--- src/verilog/ciar_pkg.sv ---
// shared constants and types for the interlace, cursor and address block
package ciar_pkg;
	localparam int ADDR_W = 14;
	localparam int ROW_W = 5;
	localparam int DATA_W = 8;
	localparam int IDX_W = 5;
	localparam int HIGH_W = 6;
	localparam int FIELD_CNT_W = 5;

	// register indexes on the register select port
	localparam logic [IDX_W-1:0] IDX_INTERLACE = 5'h08;
	localparam logic [IDX_W-1:0] IDX_MAX_SCAN = 5'h09;
	localparam logic [IDX_W-1:0] IDX_CUR_FIRST = 5'h0a;
	localparam logic [IDX_W-1:0] IDX_CUR_LAST = 5'h0b;
	localparam logic [IDX_W-1:0] IDX_START_HI = 5'h0c;
	localparam logic [IDX_W-1:0] IDX_START_LO = 5'h0d;
	localparam logic [IDX_W-1:0] IDX_CUR_POS_HI = 5'h0e;
	localparam logic [IDX_W-1:0] IDX_CUR_POS_LO = 5'h0f;
	localparam logic [IDX_W-1:0] IDX_PEN_HI = 5'h10;
	localparam logic [IDX_W-1:0] IDX_PEN_LO = 5'h11;

	// field positions
	localparam int MODE_LSB = 0;
	localparam int MODE_W = 2;
	localparam int CUR_LINE_LSB = 0;
	localparam int CUR_MODE_LSB = 5;
	localparam int CUR_MODE_W = 2;
	localparam int CUR_FIRST_W = 7;
	localparam int BLINK16_BIT = 3;
	localparam int BLINK32_BIT = 4;

	// reset values
	localparam logic [MODE_W-1:0] RST_MODE = 2'h0;
	localparam logic [ROW_W-1:0] RST_ROW = 5'h00;
	localparam logic [CUR_FIRST_W-1:0] RST_CUR_FIRST = 7'h00;
	localparam logic [ADDR_W-1:0] RST_ADDR = 14'h0000;
	localparam logic [DATA_W-1:0] RST_DATA = 8'h00;

	// row and refresh address counter steps
	localparam logic [ROW_W-1:0] ROW_STEP_ONE = 5'h01;
	localparam logic [ROW_W-1:0] ROW_STEP_TWO = 5'h02;
	localparam logic [ADDR_W-1:0] ADDR_STEP = 14'h0001;

	typedef enum logic [1:0] {
		SCAN_NORMAL = 2'b00,
		SCAN_ISYNC = 2'b01,
		SCAN_UNUSED = 2'b10,
		SCAN_IVIDEO = 2'b11
	} ciar_scan_t;

	typedef enum logic [1:0] {
		CUR_STEADY = 2'b00,
		CUR_OFF = 2'b01,
		CUR_BLINK16 = 2'b10,
		CUR_BLINK32 = 2'b11
	} ciar_cur_t;

	typedef enum logic [1:0] {
		VS_LOW = 2'b00,
		VS_HIGH = 2'b01,
		VS_PEND_ON = 2'b10,
		VS_PEND_OFF = 2'b11
	} ciar_vs_t;
endpackage

--- src/verilog/ciar_top.sv ---
// interlace, row address, cursor, start address and light pen logic
`timescale 1ns/1ps
module ciar_top
	import ciar_pkg::*;
(
	input wire logic CLK,
	input wire logic RESET_N,
	input wire logic [ciar_pkg::IDX_W-1:0] REG_ADDR,
	input wire logic REG_WR,
	input wire logic REG_RD,
	input wire logic [ciar_pkg::DATA_W-1:0] REG_WDATA,
	output logic [ciar_pkg::DATA_W-1:0] REG_RDATA,
	input wire logic CHAR_TICK,
	input wire logic DISP_ACTIVE,
	input wire logic LINE_END,
	input wire logic HALF_LINE,
	input wire logic FRAME_START,
	input wire logic VSYNC_REQ,
	input wire logic PEN_STROBE_IN,
	output logic [ciar_pkg::ADDR_W-1:0] REFRESH_ADDRESS,
	output logic [ciar_pkg::ROW_W-1:0] ROW_ADDRESS,
	output logic VERTICAL_SYNC,
	output logic CURSOR_OUT,
	output logic FIELD_ODD
);
	import ciar_pkg::*;

	logic [MODE_W-1:0] interlace_mode_select_reg;
	logic [ROW_W-1:0] max_scan_line_reg;
	logic [CUR_FIRST_W-1:0] cursor_first_line_and_blink_reg;
	logic [ROW_W-1:0] cursor_last_line_reg;
	logic [HIGH_W-1:0] cursor_position_high_reg;
	logic [DATA_W-1:0] cursor_position_low_reg;
	logic [HIGH_W-1:0] display_start_high_reg;
	logic [DATA_W-1:0] display_start_low_reg;
	logic [ADDR_W-1:0] row_base_reg;
	logic field_odd_next;
	logic row_last;
	logic [ROW_W-1:0] row_first;
	logic [ROW_W-1:0] row_step;
	logic [ADDR_W-1:0] start_addr;
	logic [ADDR_W-1:0] cursor_addr;
	logic [ADDR_W-1:0] pen_addr;
	logic [FIELD_CNT_W-1:0] field_count;
	ciar_scan_t scan_mode;
	ciar_cur_t cur_mode;
	ciar_vs_t vs_reg;
	ciar_vs_t vs_next;
	logic vsync_req_d_reg;
	logic interlaced;
	logic video_il;
	logic blink_on;
	logic cursor_span;
	logic cursor_hit;

	// last scan line of a character row; in sync and video mode each
	// field visits every second line, so the row ends on max or one short of max
	function automatic logic is_last_line(input logic [ROW_W-1:0] row,
			input logic [ROW_W-1:0] max_line, input logic video);
		logic [ROW_W:0] ahead;
		ahead = {1'b0, row} + {1'b0, ROW_STEP_TWO};
		if (video) begin
			is_last_line = ahead > {1'b0, max_line};
		end else begin
			is_last_line = row == max_line;
		end
	endfunction

	// line lies between first and last inclusive
	function automatic logic in_span(input logic [ROW_W-1:0] row,
			input logic [ROW_W-1:0] first, input logic [ROW_W-1:0] last);
		in_span = (row >= first) && (row <= last);
	endfunction

	// mode decode; the unlisted code 10 behaves as normal scanning
	assign scan_mode = ciar_scan_t'(interlace_mode_select_reg);
	assign interlaced = (scan_mode == SCAN_ISYNC) ||
		(scan_mode == SCAN_IVIDEO);
	assign video_il = scan_mode == SCAN_IVIDEO;
	assign cur_mode = ciar_cur_t'(cursor_first_line_and_blink_reg[
		CUR_MODE_LSB +: CUR_MODE_W]);
	assign start_addr = {display_start_high_reg, display_start_low_reg};
	assign cursor_addr = {cursor_position_high_reg,
		cursor_position_low_reg};

	// register writes from the processor port
	always_ff @(posedge CLK or negedge RESET_N) begin
		if (!RESET_N) begin
			interlace_mode_select_reg <= RST_MODE;
			max_scan_line_reg <= RST_ROW;
			cursor_first_line_and_blink_reg <= RST_CUR_FIRST;
			cursor_last_line_reg <= RST_ROW;
			display_start_high_reg <= RST_ADDR[ADDR_W-1 -: HIGH_W];
			display_start_low_reg <= RST_DATA;
			cursor_position_high_reg <= RST_ADDR[ADDR_W-1 -: HIGH_W];
			cursor_position_low_reg <= RST_DATA;
		end else if (REG_WR) begin
			unique case (REG_ADDR)
				IDX_INTERLACE: begin
					interlace_mode_select_reg <=
						REG_WDATA[MODE_LSB +: MODE_W];
				end
				IDX_MAX_SCAN: begin
					max_scan_line_reg <= REG_WDATA[ROW_W-1:0];
				end
				IDX_CUR_FIRST: begin
					cursor_first_line_and_blink_reg <=
						REG_WDATA[CUR_FIRST_W-1:0];
				end
				IDX_CUR_LAST: begin
					cursor_last_line_reg <= REG_WDATA[ROW_W-1:0];
				end
				IDX_START_HI: begin
					display_start_high_reg <= REG_WDATA[HIGH_W-1:0];
				end
				IDX_START_LO: begin
					display_start_low_reg <= REG_WDATA;
				end
				IDX_CUR_POS_HI: begin
					cursor_position_high_reg <= REG_WDATA[HIGH_W-1:0];
				end
				IDX_CUR_POS_LO: begin
					cursor_position_low_reg <= REG_WDATA;
				end
				default: begin
				end
			endcase
		end
	end

	// read data is registered; write-only and unmapped indexes read zero
	always_ff @(posedge CLK or negedge RESET_N) begin
		if (!RESET_N) begin
			REG_RDATA <= RST_DATA;
		end else if (REG_RD) begin
			unique case (REG_ADDR)
				IDX_CUR_POS_HI: begin
					REG_RDATA <= {2'h0, cursor_position_high_reg};
				end
				IDX_CUR_POS_LO: begin
					REG_RDATA <= cursor_position_low_reg;
				end
				IDX_PEN_HI: begin
					REG_RDATA <= {2'h0, pen_addr[ADDR_W-1 -: HIGH_W]};
				end
				IDX_PEN_LO: begin
					REG_RDATA <= pen_addr[DATA_W-1:0];
				end
				default: begin
					REG_RDATA <= RST_DATA;
				end
			endcase
		end
	end

	// field flips each frame only when interlaced; normal mode keeps one
	assign field_odd_next = interlaced ? !FIELD_ODD : 1'b0;

	always_ff @(posedge CLK or negedge RESET_N) begin
		if (!RESET_N) begin
			FIELD_ODD <= 1'b0;
		end else if (FRAME_START) begin
			FIELD_ODD <= field_odd_next;
		end
	end

	// sync and video mode starts the odd field on line one, otherwise
	// both fields walk the same lines with the same addresses
	assign row_first = (video_il && field_odd_next) ? ROW_STEP_ONE :
		RST_ROW;
	assign row_step = video_il ? ROW_STEP_TWO : ROW_STEP_ONE;
	assign row_last = is_last_line(ROW_ADDRESS, max_scan_line_reg,
		video_il);

	// row address counter, one step per scan line
	always_ff @(posedge CLK or negedge RESET_N) begin
		if (!RESET_N) begin
			ROW_ADDRESS <= RST_ROW;
		end else if (FRAME_START) begin
			ROW_ADDRESS <= row_first;
		end else if (LINE_END) begin
			if (row_last) begin
				ROW_ADDRESS <= video_il && FIELD_ODD ? ROW_STEP_ONE :
					RST_ROW;
			end else begin
				ROW_ADDRESS <= ROW_ADDRESS + row_step;
			end
		end
	end

	// refresh address: counts displayed characters; each scan line
	// restarts from the row base, and the row base moves on only when
	// the character row ends, so all lines of a row share addresses
	always_ff @(posedge CLK or negedge RESET_N) begin
		if (!RESET_N) begin
			REFRESH_ADDRESS <= RST_ADDR;
			row_base_reg <= RST_ADDR;
		end else if (FRAME_START) begin
			REFRESH_ADDRESS <= start_addr;
			row_base_reg <= start_addr;
		end else if (LINE_END) begin
			if (row_last) begin
				row_base_reg <= REFRESH_ADDRESS;
			end else begin
				REFRESH_ADDRESS <= row_base_reg;
			end
		end else if (CHAR_TICK && DISP_ACTIVE) begin
			REFRESH_ADDRESS <= REFRESH_ADDRESS + ADDR_STEP;
		end
	end

	// vertical sync follows its request; in the odd field both edges wait
	// for the mid-line point, so the field's lines sit between the others
	always_comb begin
		vs_next = vs_reg;
		unique case (vs_reg)
			VS_LOW: begin
				if (VSYNC_REQ && !vsync_req_d_reg) begin
					vs_next = (interlaced && FIELD_ODD) ? VS_PEND_ON :
						VS_HIGH;
				end
			end
			VS_PEND_ON: begin
				if (HALF_LINE) begin
					vs_next = VS_HIGH;
				end
			end
			VS_HIGH: begin
				if (!VSYNC_REQ && vsync_req_d_reg) begin
					vs_next = (interlaced && FIELD_ODD) ? VS_PEND_OFF :
						VS_LOW;
				end
			end
			VS_PEND_OFF: begin
				if (HALF_LINE) begin
					vs_next = VS_LOW;
				end
			end
		endcase
	end

	always_ff @(posedge CLK or negedge RESET_N) begin
		if (!RESET_N) begin
			vs_reg <= VS_LOW;
			vsync_req_d_reg <= 1'b0;
			VERTICAL_SYNC <= 1'b0;
		end else begin
			vs_reg <= vs_next;
			vsync_req_d_reg <= VSYNC_REQ;
			VERTICAL_SYNC <= (vs_next == VS_HIGH) ||
				(vs_next == VS_PEND_OFF);
		end
	end

	// blink phase from the field counter
	ciar_blink_div #(
		.CNT_W(FIELD_CNT_W)
	) u_blink (
		.clk(CLK),
		.reset_n(RESET_N),
		.field_tick(FRAME_START),
		.field_count(field_count)
	);

	always_comb begin
		blink_on = 1'b0;
		unique case (cur_mode)
			CUR_STEADY: begin
				blink_on = 1'b1;
			end
			CUR_OFF: begin
				blink_on = 1'b0;
			end
			CUR_BLINK16: begin
				blink_on = field_count[BLINK16_BIT];
			end
			CUR_BLINK32: begin
				blink_on = field_count[BLINK32_BIT];
			end
		endcase
	end

	// an end line above max in sync and video mode covers every line of
	// both fields; the parity of start and end is the host's business
	assign cursor_span = (video_il &&
		(cursor_last_line_reg > max_scan_line_reg)) ? 1'b1 :
		in_span(ROW_ADDRESS,
		cursor_first_line_and_blink_reg[CUR_LINE_LSB +: ROW_W],
		cursor_last_line_reg);
	assign cursor_hit = DISP_ACTIVE && (REFRESH_ADDRESS == cursor_addr) &&
		cursor_span && blink_on;

	// cursor lags the address by one clock, matching registered video
	always_ff @(posedge CLK or negedge RESET_N) begin
		if (!RESET_N) begin
			CURSOR_OUT <= 1'b0;
		end else begin
			CURSOR_OUT <= cursor_hit;
		end
	end

	// light pen capture; the pin is asynchronous
	ciar_pen_capture #(
		.ADDR_W(ADDR_W)
	) u_pen (
		.clk(CLK),
		.reset_n(RESET_N),
		.pen_strobe_in(PEN_STROBE_IN),
		.refresh_address(REFRESH_ADDRESS),
		.captured(pen_addr)
	);
endmodule

--- src/verilog/ciar_blink_div.sv ---
// field counter that divides the field rate for cursor blink
`timescale 1ns/1ps
module ciar_blink_div #(
	parameter int CNT_W = 5
) (
	input wire logic clk,
	input wire logic reset_n,
	input wire logic field_tick,
	output logic [CNT_W-1:0] field_count
);
	// free running, so both blink rates stay in step with each other
	always_ff @(posedge clk or negedge reset_n) begin
		if (!reset_n) begin
			field_count <= '0;
		end else if (field_tick) begin
			field_count <= field_count + 1'b1;
		end
	end
endmodule

--- src/verilog/ciar_pen_capture.sv ---
// light pen strobe synchroniser and refresh address capture
`timescale 1ns/1ps
module ciar_pen_capture #(
	parameter int ADDR_W = 14
) (
	input wire logic clk,
	input wire logic reset_n,
	input wire logic pen_strobe_in,
	input wire logic [ADDR_W-1:0] refresh_address,
	output logic [ADDR_W-1:0] captured
);
	logic sync1_reg;
	logic sync2_reg;
	logic sync3_reg;

	// two flops against metastability, a third for the edge detect
	always_ff @(posedge clk or negedge reset_n) begin
		if (!reset_n) begin
			sync1_reg <= 1'b0;
			sync2_reg <= 1'b0;
			sync3_reg <= 1'b0;
		end else begin
			sync1_reg <= pen_strobe_in;
			sync2_reg <= sync1_reg;
			sync3_reg <= sync2_reg;
		end
	end

	// address lags the strobe by the sync delay; software corrects it
	always_ff @(posedge clk or negedge reset_n) begin
		if (!reset_n) begin
			captured <= '0;
		end else if (sync2_reg && !sync3_reg) begin
			captured <= refresh_address;
		end
	end
endmodule

--- config.mk ---
export PLATFORM = sky130hd
export DESIGN_NAME = ciar_top
export DESIGN_NICKNAME = d
export VERILOG_FILES = /design/src/verilog/ciar_pkg.sv /design/src/verilog/ciar_top.sv /design/src/verilog/ciar_blink_div.sv /design/src/verilog/ciar_pen_capture.sv
export SDC_FILE = /design/constraint.sdc
export NUM_CORES = 1
export LEC_CHECK = 0
export BUFFER_PORTS_ARGS = -buffer_cell sky130_fd_sc_hd__buf_4
export CAP_MARGIN = 20
export CORE_UTILIZATION = 47
export DETAILED_ROUTE_END_ITERATION = 10
export GPL_ROUTABILITY_DRIVEN = 0
export HOLD_SLACK_MARGIN = 0.15
export PLACE_DENSITY = 0.7
export SLEW_MARGIN = 0
export SYNTH_ARGS = -nofsm -noshare
export SYNTH_HDL_FRONTEND = slang
export SYNTH_SLANG_ARGS = --single-unit
--- constraint.sdc ---
create_clock -name CLK -period 4.4 [get_ports CLK]
set_input_delay 0 -clock CLK [delete_from_list [all_inputs] [get_ports CLK]]
set_output_delay 0 -clock CLK [all_outputs]
set_load 0.02 [all_outputs]
Word-level counts from Yosys, hierarchy flattened
Index checks and enable logic that the tools add are counted.
{"block": "totals", "register_bits": 116, "output_inout_bits": 30}
{"block": "op_classes", "mux": 24, "eq_ne": 22, "n_addsub": 4, "reduce_logical": 30, "magnitude_cmp": 4}
{"op": "$mux 14", "count": 6}
{"op": "$eq 5x4->1 const B", "count": 8}
{"op": "$pmux 8 s4", "count": 1}
{"op": "$reduce_and 2->1", "count": 8}
{"op": "$mux 5", "count": 3}
{"op": "$add 14x1->14 const B", "count": 1}
{"op": "$eq 14x14->1", "count": 1}
{"op": "$mux 2", "count": 7}
{"op": "$eq 2x2->1 const B", "count": 6}
{"op": "$logic_and 1x1->1", "count": 12}
{"op": "$eq 5x5->1 const B", "count": 2}
{"op": "$eq 2x1->1 const B", "count": 4}
{"op": "$pmux 2 s4", "count": 1}
{"op": "$add 5x2->6 const B", "count": 1}
{"op": "$gt 6x5->1", "count": 1}
{"op": "$add 5x1->5 const B", "count": 1}
{"op": "$add 5x2->5", "count": 1}
{"op": "$eq 5x5->1", "count": 1}
{"op": "$ge 5x5->1", "count": 1}
{"op": "$gt 5x5->1", "count": 1}
{"op": "$le 5x5->1", "count": 1}
{"op": "$mux 1", "count": 5}
{"op": "$logic_not 1->1", "count": 4}
{"op": "$logic_not 2->1", "count": 2}
{"op": "other kinds (4)", "count": 5}

Logic depth before layout (Yosys ltp)
Gate-level depths: netlist (run 1).
{"block": "depth", "word_depth": 8, "ltp_mapped": 12, "mapped_depth_nobuf": 9}

Cells and area by module
A second synthesis (run 1) with hierarchy kept.
{"block": "unflattened", "hier_cells": 580, "hier_area_um2": 6104.6}
{"mod": "ciar_top", "cells_per_inst": 532, "area_per_inst_um2": 5238.8, "instances": 1, "seq_area_each_um2": 2327.2}
{"mod": "ciar_pen_capture", "cells_per_inst": 34, "area_per_inst_um2": 665.6, "instances": 1, "seq_area_each_um2": 425.4}
{"mod": "ciar_blink_div", "cells_per_inst": 14, "area_per_inst_um2": 200.2, "instances": 1, "seq_area_each_um2": 125.1}

Least setup slack after synthesis (run 1)
No wires, ideal clock.
{"block": "synth_path", "path_type": "reg-to-reg", "from": "register ROW_ADDRESS[3] in the netlist's numbering", "to": "register REFRESH_ADDRESS[13] in the netlist's numbering", "required_time_ps": 4274, "n_path_buf": 2, "stages_incl_launch_ff": 12, "t_arrival_ps": 2529, "path_slack_ps": 1745, "path_cell_list": "dfrtp_1 -> buf_2 -> nand3_1 -> xnor2_1 -> ha_1 -> and3_1 -> a41oi_2 -> a21boi_2 -> or2_1 -> buf_6 -> and4b_1 -> o32a_1"}
{"block": "synth_between", "elab_chain_len": 6, "elab_cells_between_ends": 7, "classes_between": "1 x add/sub; 1 x order compare; 1 x eq/ne; 4 x mux"}
{"element": "from (decl)", "line_no": "ciar_top.sv:21", "text": "output logic [ciar_pkg::ROW_W-1:0] ROW_ADDRESS,"}
{"element": "from (signal assigned)", "line_no": "ciar_top.sv:180", "text": "ROW_ADDRESS <= row_first;"}
{"element": "from (signal assigned)", "line_no": "ciar_top.sv:183", "text": "ROW_ADDRESS <= video_il && FIELD_ODD ? ROW_STEP_ONE :"}
{"element": "from (signal assigned)", "line_no": "ciar_top.sv:186", "text": "ROW_ADDRESS <= ROW_ADDRESS + row_step;"}
{"element": "$add 5x2->6", "line_no": "ciar_top.sv:61", "text": "ahead = {1'b0, row} + {1'b0, ROW_STEP_TWO};"}
{"element": "$gt 6x5->1", "line_no": "ciar_top.sv:63", "text": "is_last_line = ahead > {1'b0, max_line};"}
{"element": "$mux 1 (*)", "line_no": "ciar_top.sv:62", "text": "if (video) begin"}
{"element": "$mux 14 (*) (3 in series)"}
{"element": "to (signal assigned)", "line_no": "ciar_top.sv:199", "text": "REFRESH_ADDRESS <= start_addr;"}
{"element": "to (signal assigned)", "line_no": "ciar_top.sv:205", "text": "REFRESH_ADDRESS <= row_base_reg;"}
{"element": "to (signal assigned)", "line_no": "ciar_top.sv:208", "text": "REFRESH_ADDRESS <= REFRESH_ADDRESS + ADDR_STEP;"}
{"element": "to (decl)", "line_no": "ciar_top.sv:20", "text": "output logic [ciar_pkg::ADDR_W-1:0] REFRESH_ADDRESS,"}
Mark *: on every way between the ends. The rest lies on a longest branch, timed or not.
A chain may end at the register's enable or synchronous reset.

Final worst setup path (run 1)
{"block": "layout_path", "from": "register ROW_ADDRESS[2] in the netlist's numbering", "to": "register ROW_ADDRESS[3] in the netlist's numbering"}
{"block": "layout_between", "elab_chain_len": 6, "elab_cells_between_ends": 8, "classes_between": "2 x add/sub; 1 x order compare; 1 x eq/ne; 4 x mux"}
{"element": "$add 5x2->6", "line_no": "ciar_top.sv:61"}
{"element": "$gt 6x5->1", "line_no": "ciar_top.sv:63"}
{"element": "$mux 1", "line_no": "ciar_top.sv:62"}
{"element": "$mux 5 (*)", "line_no": "ciar_top.sv:182", "text": "if (row_last) begin"}
{"element": "$mux 5 (*)", "line_no": "ciar_top.sv:181", "text": "end else if (LINE_END) begin"}
{"element": "$mux 5 (*)", "line_no": "ciar_top.sv:179", "text": "end else if (FRAME_START) begin"}
Mark *: on every way between the ends. The rest lies on a longest branch, timed or not. The select of a mux whose other input is x is not followed.

==> results.md, run 1 <==
- Status: finished, final reports clean
- Crit-path cells: ha_1 > xor2_1 > ha_1 > and3_1 > a41oi_2 > a21boi_2 > buf_4 > nor2_2 > a32oi_1 > nor2_1 > dlygate4sd3_1
- Number of routed nets with antenna violations: 0
- Skew-Pair Late Insertion Delay: 0.42 ns
- Top layer in use: met4
- Met2 WL: 8.16 mm
- Max Freq: 0.285 GHz
- CP Data Arrival Time: 3.81 ns
- RSZ-0062 raised after global routing: no
- Initial Util: 48.8%
- Post-cts sizing count: 0
- Post-synth top flop: dfrtp_1
- Leak Pwr: 3.60 nW
- Total routed wirelength: 17.1 mm
- H-tree depth: 4
- Most frequent cells in the layout: 116 x dfrtp_1, 63 x mux2_2, 60 x buf_4
- Num rows: 42
- Pre-Repair DR Iteration Count: 5
- Vias per cell: 6.09
- EDFF count, synth: 0
- Crit path kind: reg2reg
- Pwr dens: 530 nW/µm²
- Overall Global Routing Usage: 25.1%
- Post-DP Area: 7010 µm²
- Initial antenna violation count: 0
- Tmin final: 3.51 ns
- DR vias: 5,341
- Worst hold path depth: 6
- Max-Cap Viols: 0
- DPL Wire Length: 11.5 mm
- Die Wd: 120 µm
- Met3 routed WL: 1.11 mm
- WP buf/inv: 2
- Syn nets: 678
- Die height: 120 µm
- IO buf count: 53
- Die area: 14,400 µm²
- Commonest non-fill, non-tap cell in the layout: dfrtp_1
- Worst-path clk slew: 0.05 ns
- Post-synthesis cell area: 6570 µm²
- Initial DRC count: 362
- Max-slew headroom: 42.1%
- Fillers: 1,135
- Setup violations, final: 0
- Mapped Avg Cell Area: 10.5 µm²
- Tcrit/Tclk final: 79.8%
- Fin Setup TNS: 0 ns
- Largest delay share family, worst path: buffers and inverters
- Syn Inst Count: 628
- WP depth: 11
- Met1 Wirelength: 7.48 mm
- Final Hold Viols: 0
- Flops & latches, synth: 116
- Layout cells sized above 1: 25.7%
- Core Footprint: 13,500 µm²
- First-pass GRT wire length: 27.7 mm
- CTS tree: done
- Crit end category: register
- Actual slew at the worst max-slew pin: 0.865 ns
- Post-synth ARST share: 100%
- P&R area growth vs syn: 21.3%
- YS warnings: 0
- Crit path largest cell delay: 0.58 ns
- Layout Nets: 738
- DRC: 0
- Most frequent CP cell: ha_1
- Post-synthesis sequential area ratio: 44.2%
- Fin area: 7960 µm²
- Number of global-route vias before repair: 5,334
- CTS Buffer Depth: 2
- CTS Buf Count: 17
- Crit-path slowest cell: dlygate4sd3_1
- Final Max Tran Viols: 0
- Wire per inst: 19.5 µm
- Hold Crit Class: in2reg
- I/O pins: 54
- Largest net degree at the start of global routing: 81
- VDD IR-drop max: 0.339 mV
- Total clock sinks: 116
- Inserted Diodes: 0
- Sequential cell area: 2900 µm²
- CTS Root Cell: clkbuf_16
- Final Skew: 0.00627 ns
- Post-CTS setup buffer count: 0
- Worst R2R Path Depth: 11
- Required time worst endpoint: 4.70 ns
- Critical Path Source Type: register
- Multi-input gate area: 3350 µm²
- Number of library cell types mapped by synthesis: 66
- Remaining Overflow, GRT: 0
- Max FO, Critical Path: 14
[synth_stat cells, types with 4 or more instances]
| cell type | number | share of area (%) |
|---|---|---|
| a21oi_1 | 34 | 2.6 |
| a221oi_1 | 6 | 0.80 |
| a2111oi_2 | 7 | 1.6 |
| nand2b_1 | 7 | 0.67 |
| nor2b_1 | 21 | 2.0 |
| and3_1 | 6 | 0.57 |
| o21ai_0 | 20 | 1.5 |
| xor2_1 | 16 | 2.1 |
| o22ai_1 | 8 | 0.76 |
| ha_1 | 25 | 4.8 |
| clkbuf_1 | 24 | 1.4 |
| mux2_2 | 63 | 11 |
| inv_1 | 27 | 1.5 |
| o41ai_1 | 6 | 0.80 |
| nor4_1 | 5 | 0.48 |
| nor2_1 | 47 | 2.7 |
| nand2_1 | 37 | 2.1 |
| a2111oi_1 | 5 | 0.76 |
| buf_4 | 4 | 0.46 |
| xnor2_1 | 10 | 1.3 |
| nand3_1 | 11 | 0.84 |
| a2bb2oi_1 | 6 | 0.80 |
| a211oi_1 | 4 | 0.46 |
| dfrtp_1 | 116 | 44 |
| buf_2 | 10 | 0.76 |
| o41ai_2 | 6 | 1.5 |
| nand4_1 | 12 | 1.1 |
| a22o_1 | 5 | 0.67 |
| mux2i_1 | 5 | 0.76 |
| nor3_1 | 12 | 0.91 |
[metrics by stage]
stage               utilization, %  power, mW  setup slack, ns  instances  hold WS (ns)
finish                        59.2       4.22            0.891        877         0.188
global route                  59.2       4.41            0.753        877         0.214
CTS                           58.8       4.21             1.00        874         0.174
detailed placement            52.1       2.59             1.15        820         0.111
global placement              52.1       2.52             1.27        820         0.111
floorplan                        -       2.26             1.74        628        -0.296
[cell type report]
cell class	count	share of cell area, %
Multi-Input combinational cell	442	42.0
Sequential cell	116	36.5
Timing Repair Buffer	84	8.90
Clock buffer	19	5.69
Clock inverter	13	2.88
Tap cell	176	2.77
Inverter	27	1.27
[routing by layer]
metal  track usage, %  vias up
met5                0        -
li1                 -     2425
met1             33.6     2677
met4             10.5        0
met3             5.28       26
met2             39.4      213
[worst min-delay path, stage by stage]
cell	delay, ns
buf_4	0.09
nor2b_1	0.06
nand2_1	0.08
nor2_1	0.06
nand2_1	0.12
mux2_2	0.16
[cells by family (layout without fill, tap and decap cells)]
| family | after synthesis | count (layout) | synth area share [%] |
|---|---|---|---|
| xor gates and xnor gates | 26 | 26 | 3.47 |
| and+or+nand+nor | 175 | 175 | 13.3 |
| adders and majority gates | 26 | 26 | 5.07 |
| DFF | 116 | 116 | 44.2 |
| muxes | 68 | 68 | 11.6 |
| buffers and inverters | 70 | 143 | 4.90 |
| AOI/OAI and AO/OA | 147 | 147 | 17.5 |
[where the power goes]
part           internal (mW)  switching, mW
sequential              1.30          0.295
clock                   1.09          0.509
combinational          0.495          0.534
[what timing repair did]
item | in CTS | in global routing
hold endpoints to repair | 153 | 7
hold buffers | 22 | 1
setup endpoints to repair | 0 | 0
[path summary, 6_finish.rpt]
kind,startpoint,slack (ns),endpoint
max,ROW_ADDRESS[2],0.89,ROW_ADDRESS[3]
min,REG_ADDR[4],0.19,interlace_mode_select_reg[0]
max reg2reg,ROW_ADDRESS[2],0.89,ROW_ADDRESS[3]
min reg2reg,u_pen.sync1_reg,0.36,u_pen.sync2_reg
max in group asynchronous,RESET_N,2.83,cursor_position_low_reg[0]
min in group asynchronous,RESET_N,0.48,VERTICAL_SYNC
Note: power is estimated with default switching activity, not from simulation.
==> run 2: changes to the inputs <==
--- a/config.mk
+++ b/config.mk
@@ -5,6 +5,7 @@
 export SDC_FILE = /design/constraint.sdc
 export NUM_CORES = 1
 export LEC_CHECK = 0
+export ABC_AREA = 1
 export BUFFER_PORTS_ARGS = -buffer_cell sky130_fd_sc_hd__buf_4
 export CAP_MARGIN = 20
 export CORE_UTILIZATION = 47
==> constraint.sdc (replaced) <==
create_clock -name CLK -period 3.3 [get_ports CLK]
set_input_delay 0 -clock CLK [delete_from_list [all_inputs] [get_ports CLK]]
set_output_delay 0 -clock CLK [all_outputs]
set_load 0.02 [all_outputs]
==> run 2 against run 1 <==
  * Synthesized cell count increased by 22%
  * Via count increased by 6.2%
  * Register-to-register slack got worse by 0.22 ns
  * Non-clock buffer count decreased by 3
  * Critical path depth increased by 3
  * Sequential power increased by 24%
  * Utilization increased by 0.21 points
  * Highest routed layer unchanged
==> results.md, run 2 <==
- Most common cell in the netlist: nand2_1
- Die Wd: 117 µm (-2.7%)
- Largest net degree at the start of global routing: 67 (-17%)
- Layout cells sized above 1: 13.7% (-12 points)
- Syn nets: 815 (+20%)
- Sw frac: 32.8% (+1.1 points)
- Post-synth ARST share: 100% (unchanged)
- Total routed wirelength: 16.8 mm (-1.7%)
- Number of library cell types mapped by synthesis: 44 (-33%)
- Post-synthesis sequential area ratio: 46.8% (+2.5 points)
- DR vias: 5,674 (+6.2%)
- DPL Wire Length: 12.0 mm (+4.1%)
- Post-synth top cells: 207 x nand2_1, 116 x dfrtp_1, 99 x inv_1, 82 x o21ai_0, 49 x nand3_1
- Final Skew: 0.0127 ns (+0.00645 ns)
- Initial DRC count: 514 (+42%)
- Inserted Diodes: 0 (unchanged)
- Setup violations, final: 0 (unchanged)
- First-pass GRT wire length: 26.9 mm (-2.7%)
- Critical Path Source Type: register
- Post-DP Area: 6730 µm² (-4.1%)
- Final Max Tran Viols: 0 (unchanged)
- Fillers: 1,098 (-3.3%)
- Clk pwr share: 36.7% (-1.2 points)
- Skew-Pair Late Insertion Delay: 0.42 ns (about the same)
- CTS Buf Count: 17 (unchanged)
- P&R area growth vs syn: 22.2%
- Actual slew at the worst max-slew pin: 0.881 ns (+0.0158 ns)
- Crit-path slowest cell: dfrtp_1
- Tcrit/Tclk final: 79.7% (about the same)
- Pwr dens: 689 nW/µm² (+30%)
- CTS Root Cell: clkbuf_16
- Worst R2R Path Depth: 14 (+3)
- Crit end category: register
- Internal power: 3.51 mW (+22%)
- Wire per inst: 16.3 µm (-16%)
- Yosys top cell by area: dfrtp_1
- Die area: 13,700 µm² (-5.4%)
- EDFF count, synth: 0 (unchanged)
- Status: finished, final reports clean
- Most frequent cells in the layout: 207 x nand2_1, 116 x dfrtp_1, 99 x inv_1
- WHS: 0.221 ns (+0.0323 ns)
- Net Sw Power: 1.72 mW (+28%)
- Area contributors post-synth: dfrtp_1 47%, nand2_1 13%, o21ai_0 6.6%
- Number of routed nets with antenna violations: 0 (unchanged)
- Flops & latches, synth: 116 (unchanged)
- Post-synthesis cell area: 6210 µm² (-5.5%)
- Num rows: 41 (-2.4%)
- Commonest non-fill, non-tap cell in the layout: nand2_1
- Total clock sinks: 116 (unchanged)
- Max Freq: 0.380 GHz (+33%)
- Remaining Overflow, GRT: 0 (unchanged)
- Layout Nets: 893 (+21%)
- CP Data Arrival Time: 2.98 ns (-0.83 ns)
- Vias per cell: 5.52 (-9.3%)
- Setup ws final: 0.668 ns (-0.222 ns)
- R2r setup slk: 0.67 ns (-0.22 ns)
- Initial antenna violation count: 0 (unchanged)
- RSZ-0062 raised after global routing: no
- Number of global-route vias before repair: 5,335 (+0.019%)
- Seq pwr share: 37.7% (about the same)
- CTS Buffer Depth: 2 (unchanged)
- Max FO, Critical Path: 17 (+3)
- Die height: 117 µm (-2.7%)
- CTS tree: done
- Worst-path clk slew: 0.05 ns (about the same)
- Overall Global Routing Usage: 26.7% (+1.6 points)
- Setup WS pre-CTS: 0.723 ns (-0.430 ns)
- Post-synth top flop: dfrtp_1
- Syn Inst Count: 765 (+22%)
- H-tree depth: 4 (unchanged)
- VDD IR-drop max: 0.346 mV (+2.2%)
- Tmin final: 2.63 ns (-0.878 ns)
- Fin area: 7580 µm² (-4.7%)
- Initial Util: 48.6% (-0.21 points)
- Most frequent CP cell: nand2_1
- Final Hold Viols: 0 (unchanged)
- Reg2reg end: REFRESH_ADDRESS[0]
- Leak Pwr: 3.79 nW (+5.3%)
- Crit path kind: reg2reg
- Fin Setup TNS: 0 ns (unchanged)
- Core Footprint: 12,800 µm² (-5.1%)
- I/O pins: 54 (unchanged)
- Mapped Avg Cell Area: 8.11 µm² (-22%)
- Crit path largest cell delay: 0.57 ns (about the same)
- Synth top area share: 46.8% (+2.5 points)
- Core Util, Final: 59.4% (+0.21 points)
- Max-Cap Viols: 0 (unchanged)
- Max-slew headroom: 41.3% (-0.84 points)
- YS warnings: 0 (unchanged)
- IO buf count: 53 (unchanged)
- Crit-path cells: nand2_1 > nor2_1 > xor2_1 > ha_1 > nand2_1 > nor2_1 > nand3_1 > nand2_1 > nand2_2 > nand2_4 > inv_2 > nand2_1 > nand3_1 > a21oi_1
- Pre-Repair DR Iteration Count: 5 (unchanged)
- Required time worst endpoint: 3.64 ns (-1.06 ns)
- Hold Crit Class: in2async
- Gate power share: 25.5% (+1.1 points)
- DRC: 0 (unchanged)
- R2r startpoint: ROW_ADDRESS[3]
## run 2: worst max path at each step
stage / start / endpoint / slack [ns] / cells after the start
floorplan: ROW_ADDRESS[3] / REFRESH_ADDRESS[12] / 1.08 / 17
global placement: ROW_ADDRESS[2] / row_base_reg[3] / 0.82 / 14
detailed placement: ROW_ADDRESS[3] / row_base_reg[3] / 0.72 / 14
CTS: ROW_ADDRESS[3] / row_base_reg[3] / 0.71 / 14
global route: ROW_ADDRESS[3] / REFRESH_ADDRESS[5] / 0.43 / 15
finish: ROW_ADDRESS[3] / REFRESH_ADDRESS[0] / 0.67 / 14
## run 2: cell type report
type	count	area [µm²]	area share, %
flip-flops and latches	116	2900	38.3
clock buffers	21	460	6.07
multi-input cells	525	2800	36.9
inverters	102	383	5.05
clock inverters	10	155	2.05
repair buffers	81	668	8.81
well taps	172	215	2.84
## run 2: layer usage
metal	vias to the layer above	GRT usage [%]	routed length [µm]	part of all wire, %
met5	-	0	0	0
met4	0	13.6	421	2.5
met3	49	7.11	1270	7.5
met2	261	40.5	7630	45
met1	2690	35.3	7480	45
li1	2674	-	-	-
## run 2: critical path: cells and delay by family, from the launching register on
kind	cells	cell delay, ns
flip-flops	1	0.57
AO/OA/AOI/OAI	1	0.18
XOR/XNOR	1	0.09
adder cells (fa/ha/maj)	1	0.34
AND/OR/NAND/NOR	10	1.26
buffers and inverters	1	0.13
## run 2: per-stage QoR
stage	cells	power, mW
2_1_floorplan	765	2.84
3_3_place_gp	972	3.21
3_5_place_dp	972	3.28
4_1_cts	1027	5.24
5_1_grt	1027	5.54
6_report	1027	5.22
## run 2: kinds of logic (layout without fill, tap and decap cells)
family,count (synthesis),after routing,share of synthesized area [%]
compound gates,142,142,13.0
xor+xnor,12,12,1.69
fa+ha+maj,26,26,5.36
buf+inv,124,214,8.12
flops,116,116,46.8
mux,8,8,1.45
simple gates,337,337,23.6
## run 2: power groups by stage
| stage | clock [mW] | combinational (mW) | sequential (mW) |
|---|---|---|---|
| 3_5_place_dp | 0 | 1.29 | 1.98 |
| 2_1_floorplan | 0 | 0.872 | 1.97 |
| 5_1_grt | 2.02 | 1.51 | 2.01 |
| 4_1_cts | 1.95 | 1.33 | 1.96 |
| 3_3_place_gp | 0 | 1.24 | 1.97 |
| 6_report | 1.92 | 1.33 | 1.97 |
## run 2: repair_timing
action / in CTS / in global routing
hold buffers: 24 / 0
endpoints found under the hold margin: 159 / 0
buffers inserted: 0 / 0
gates resized for setup: 0 / 0
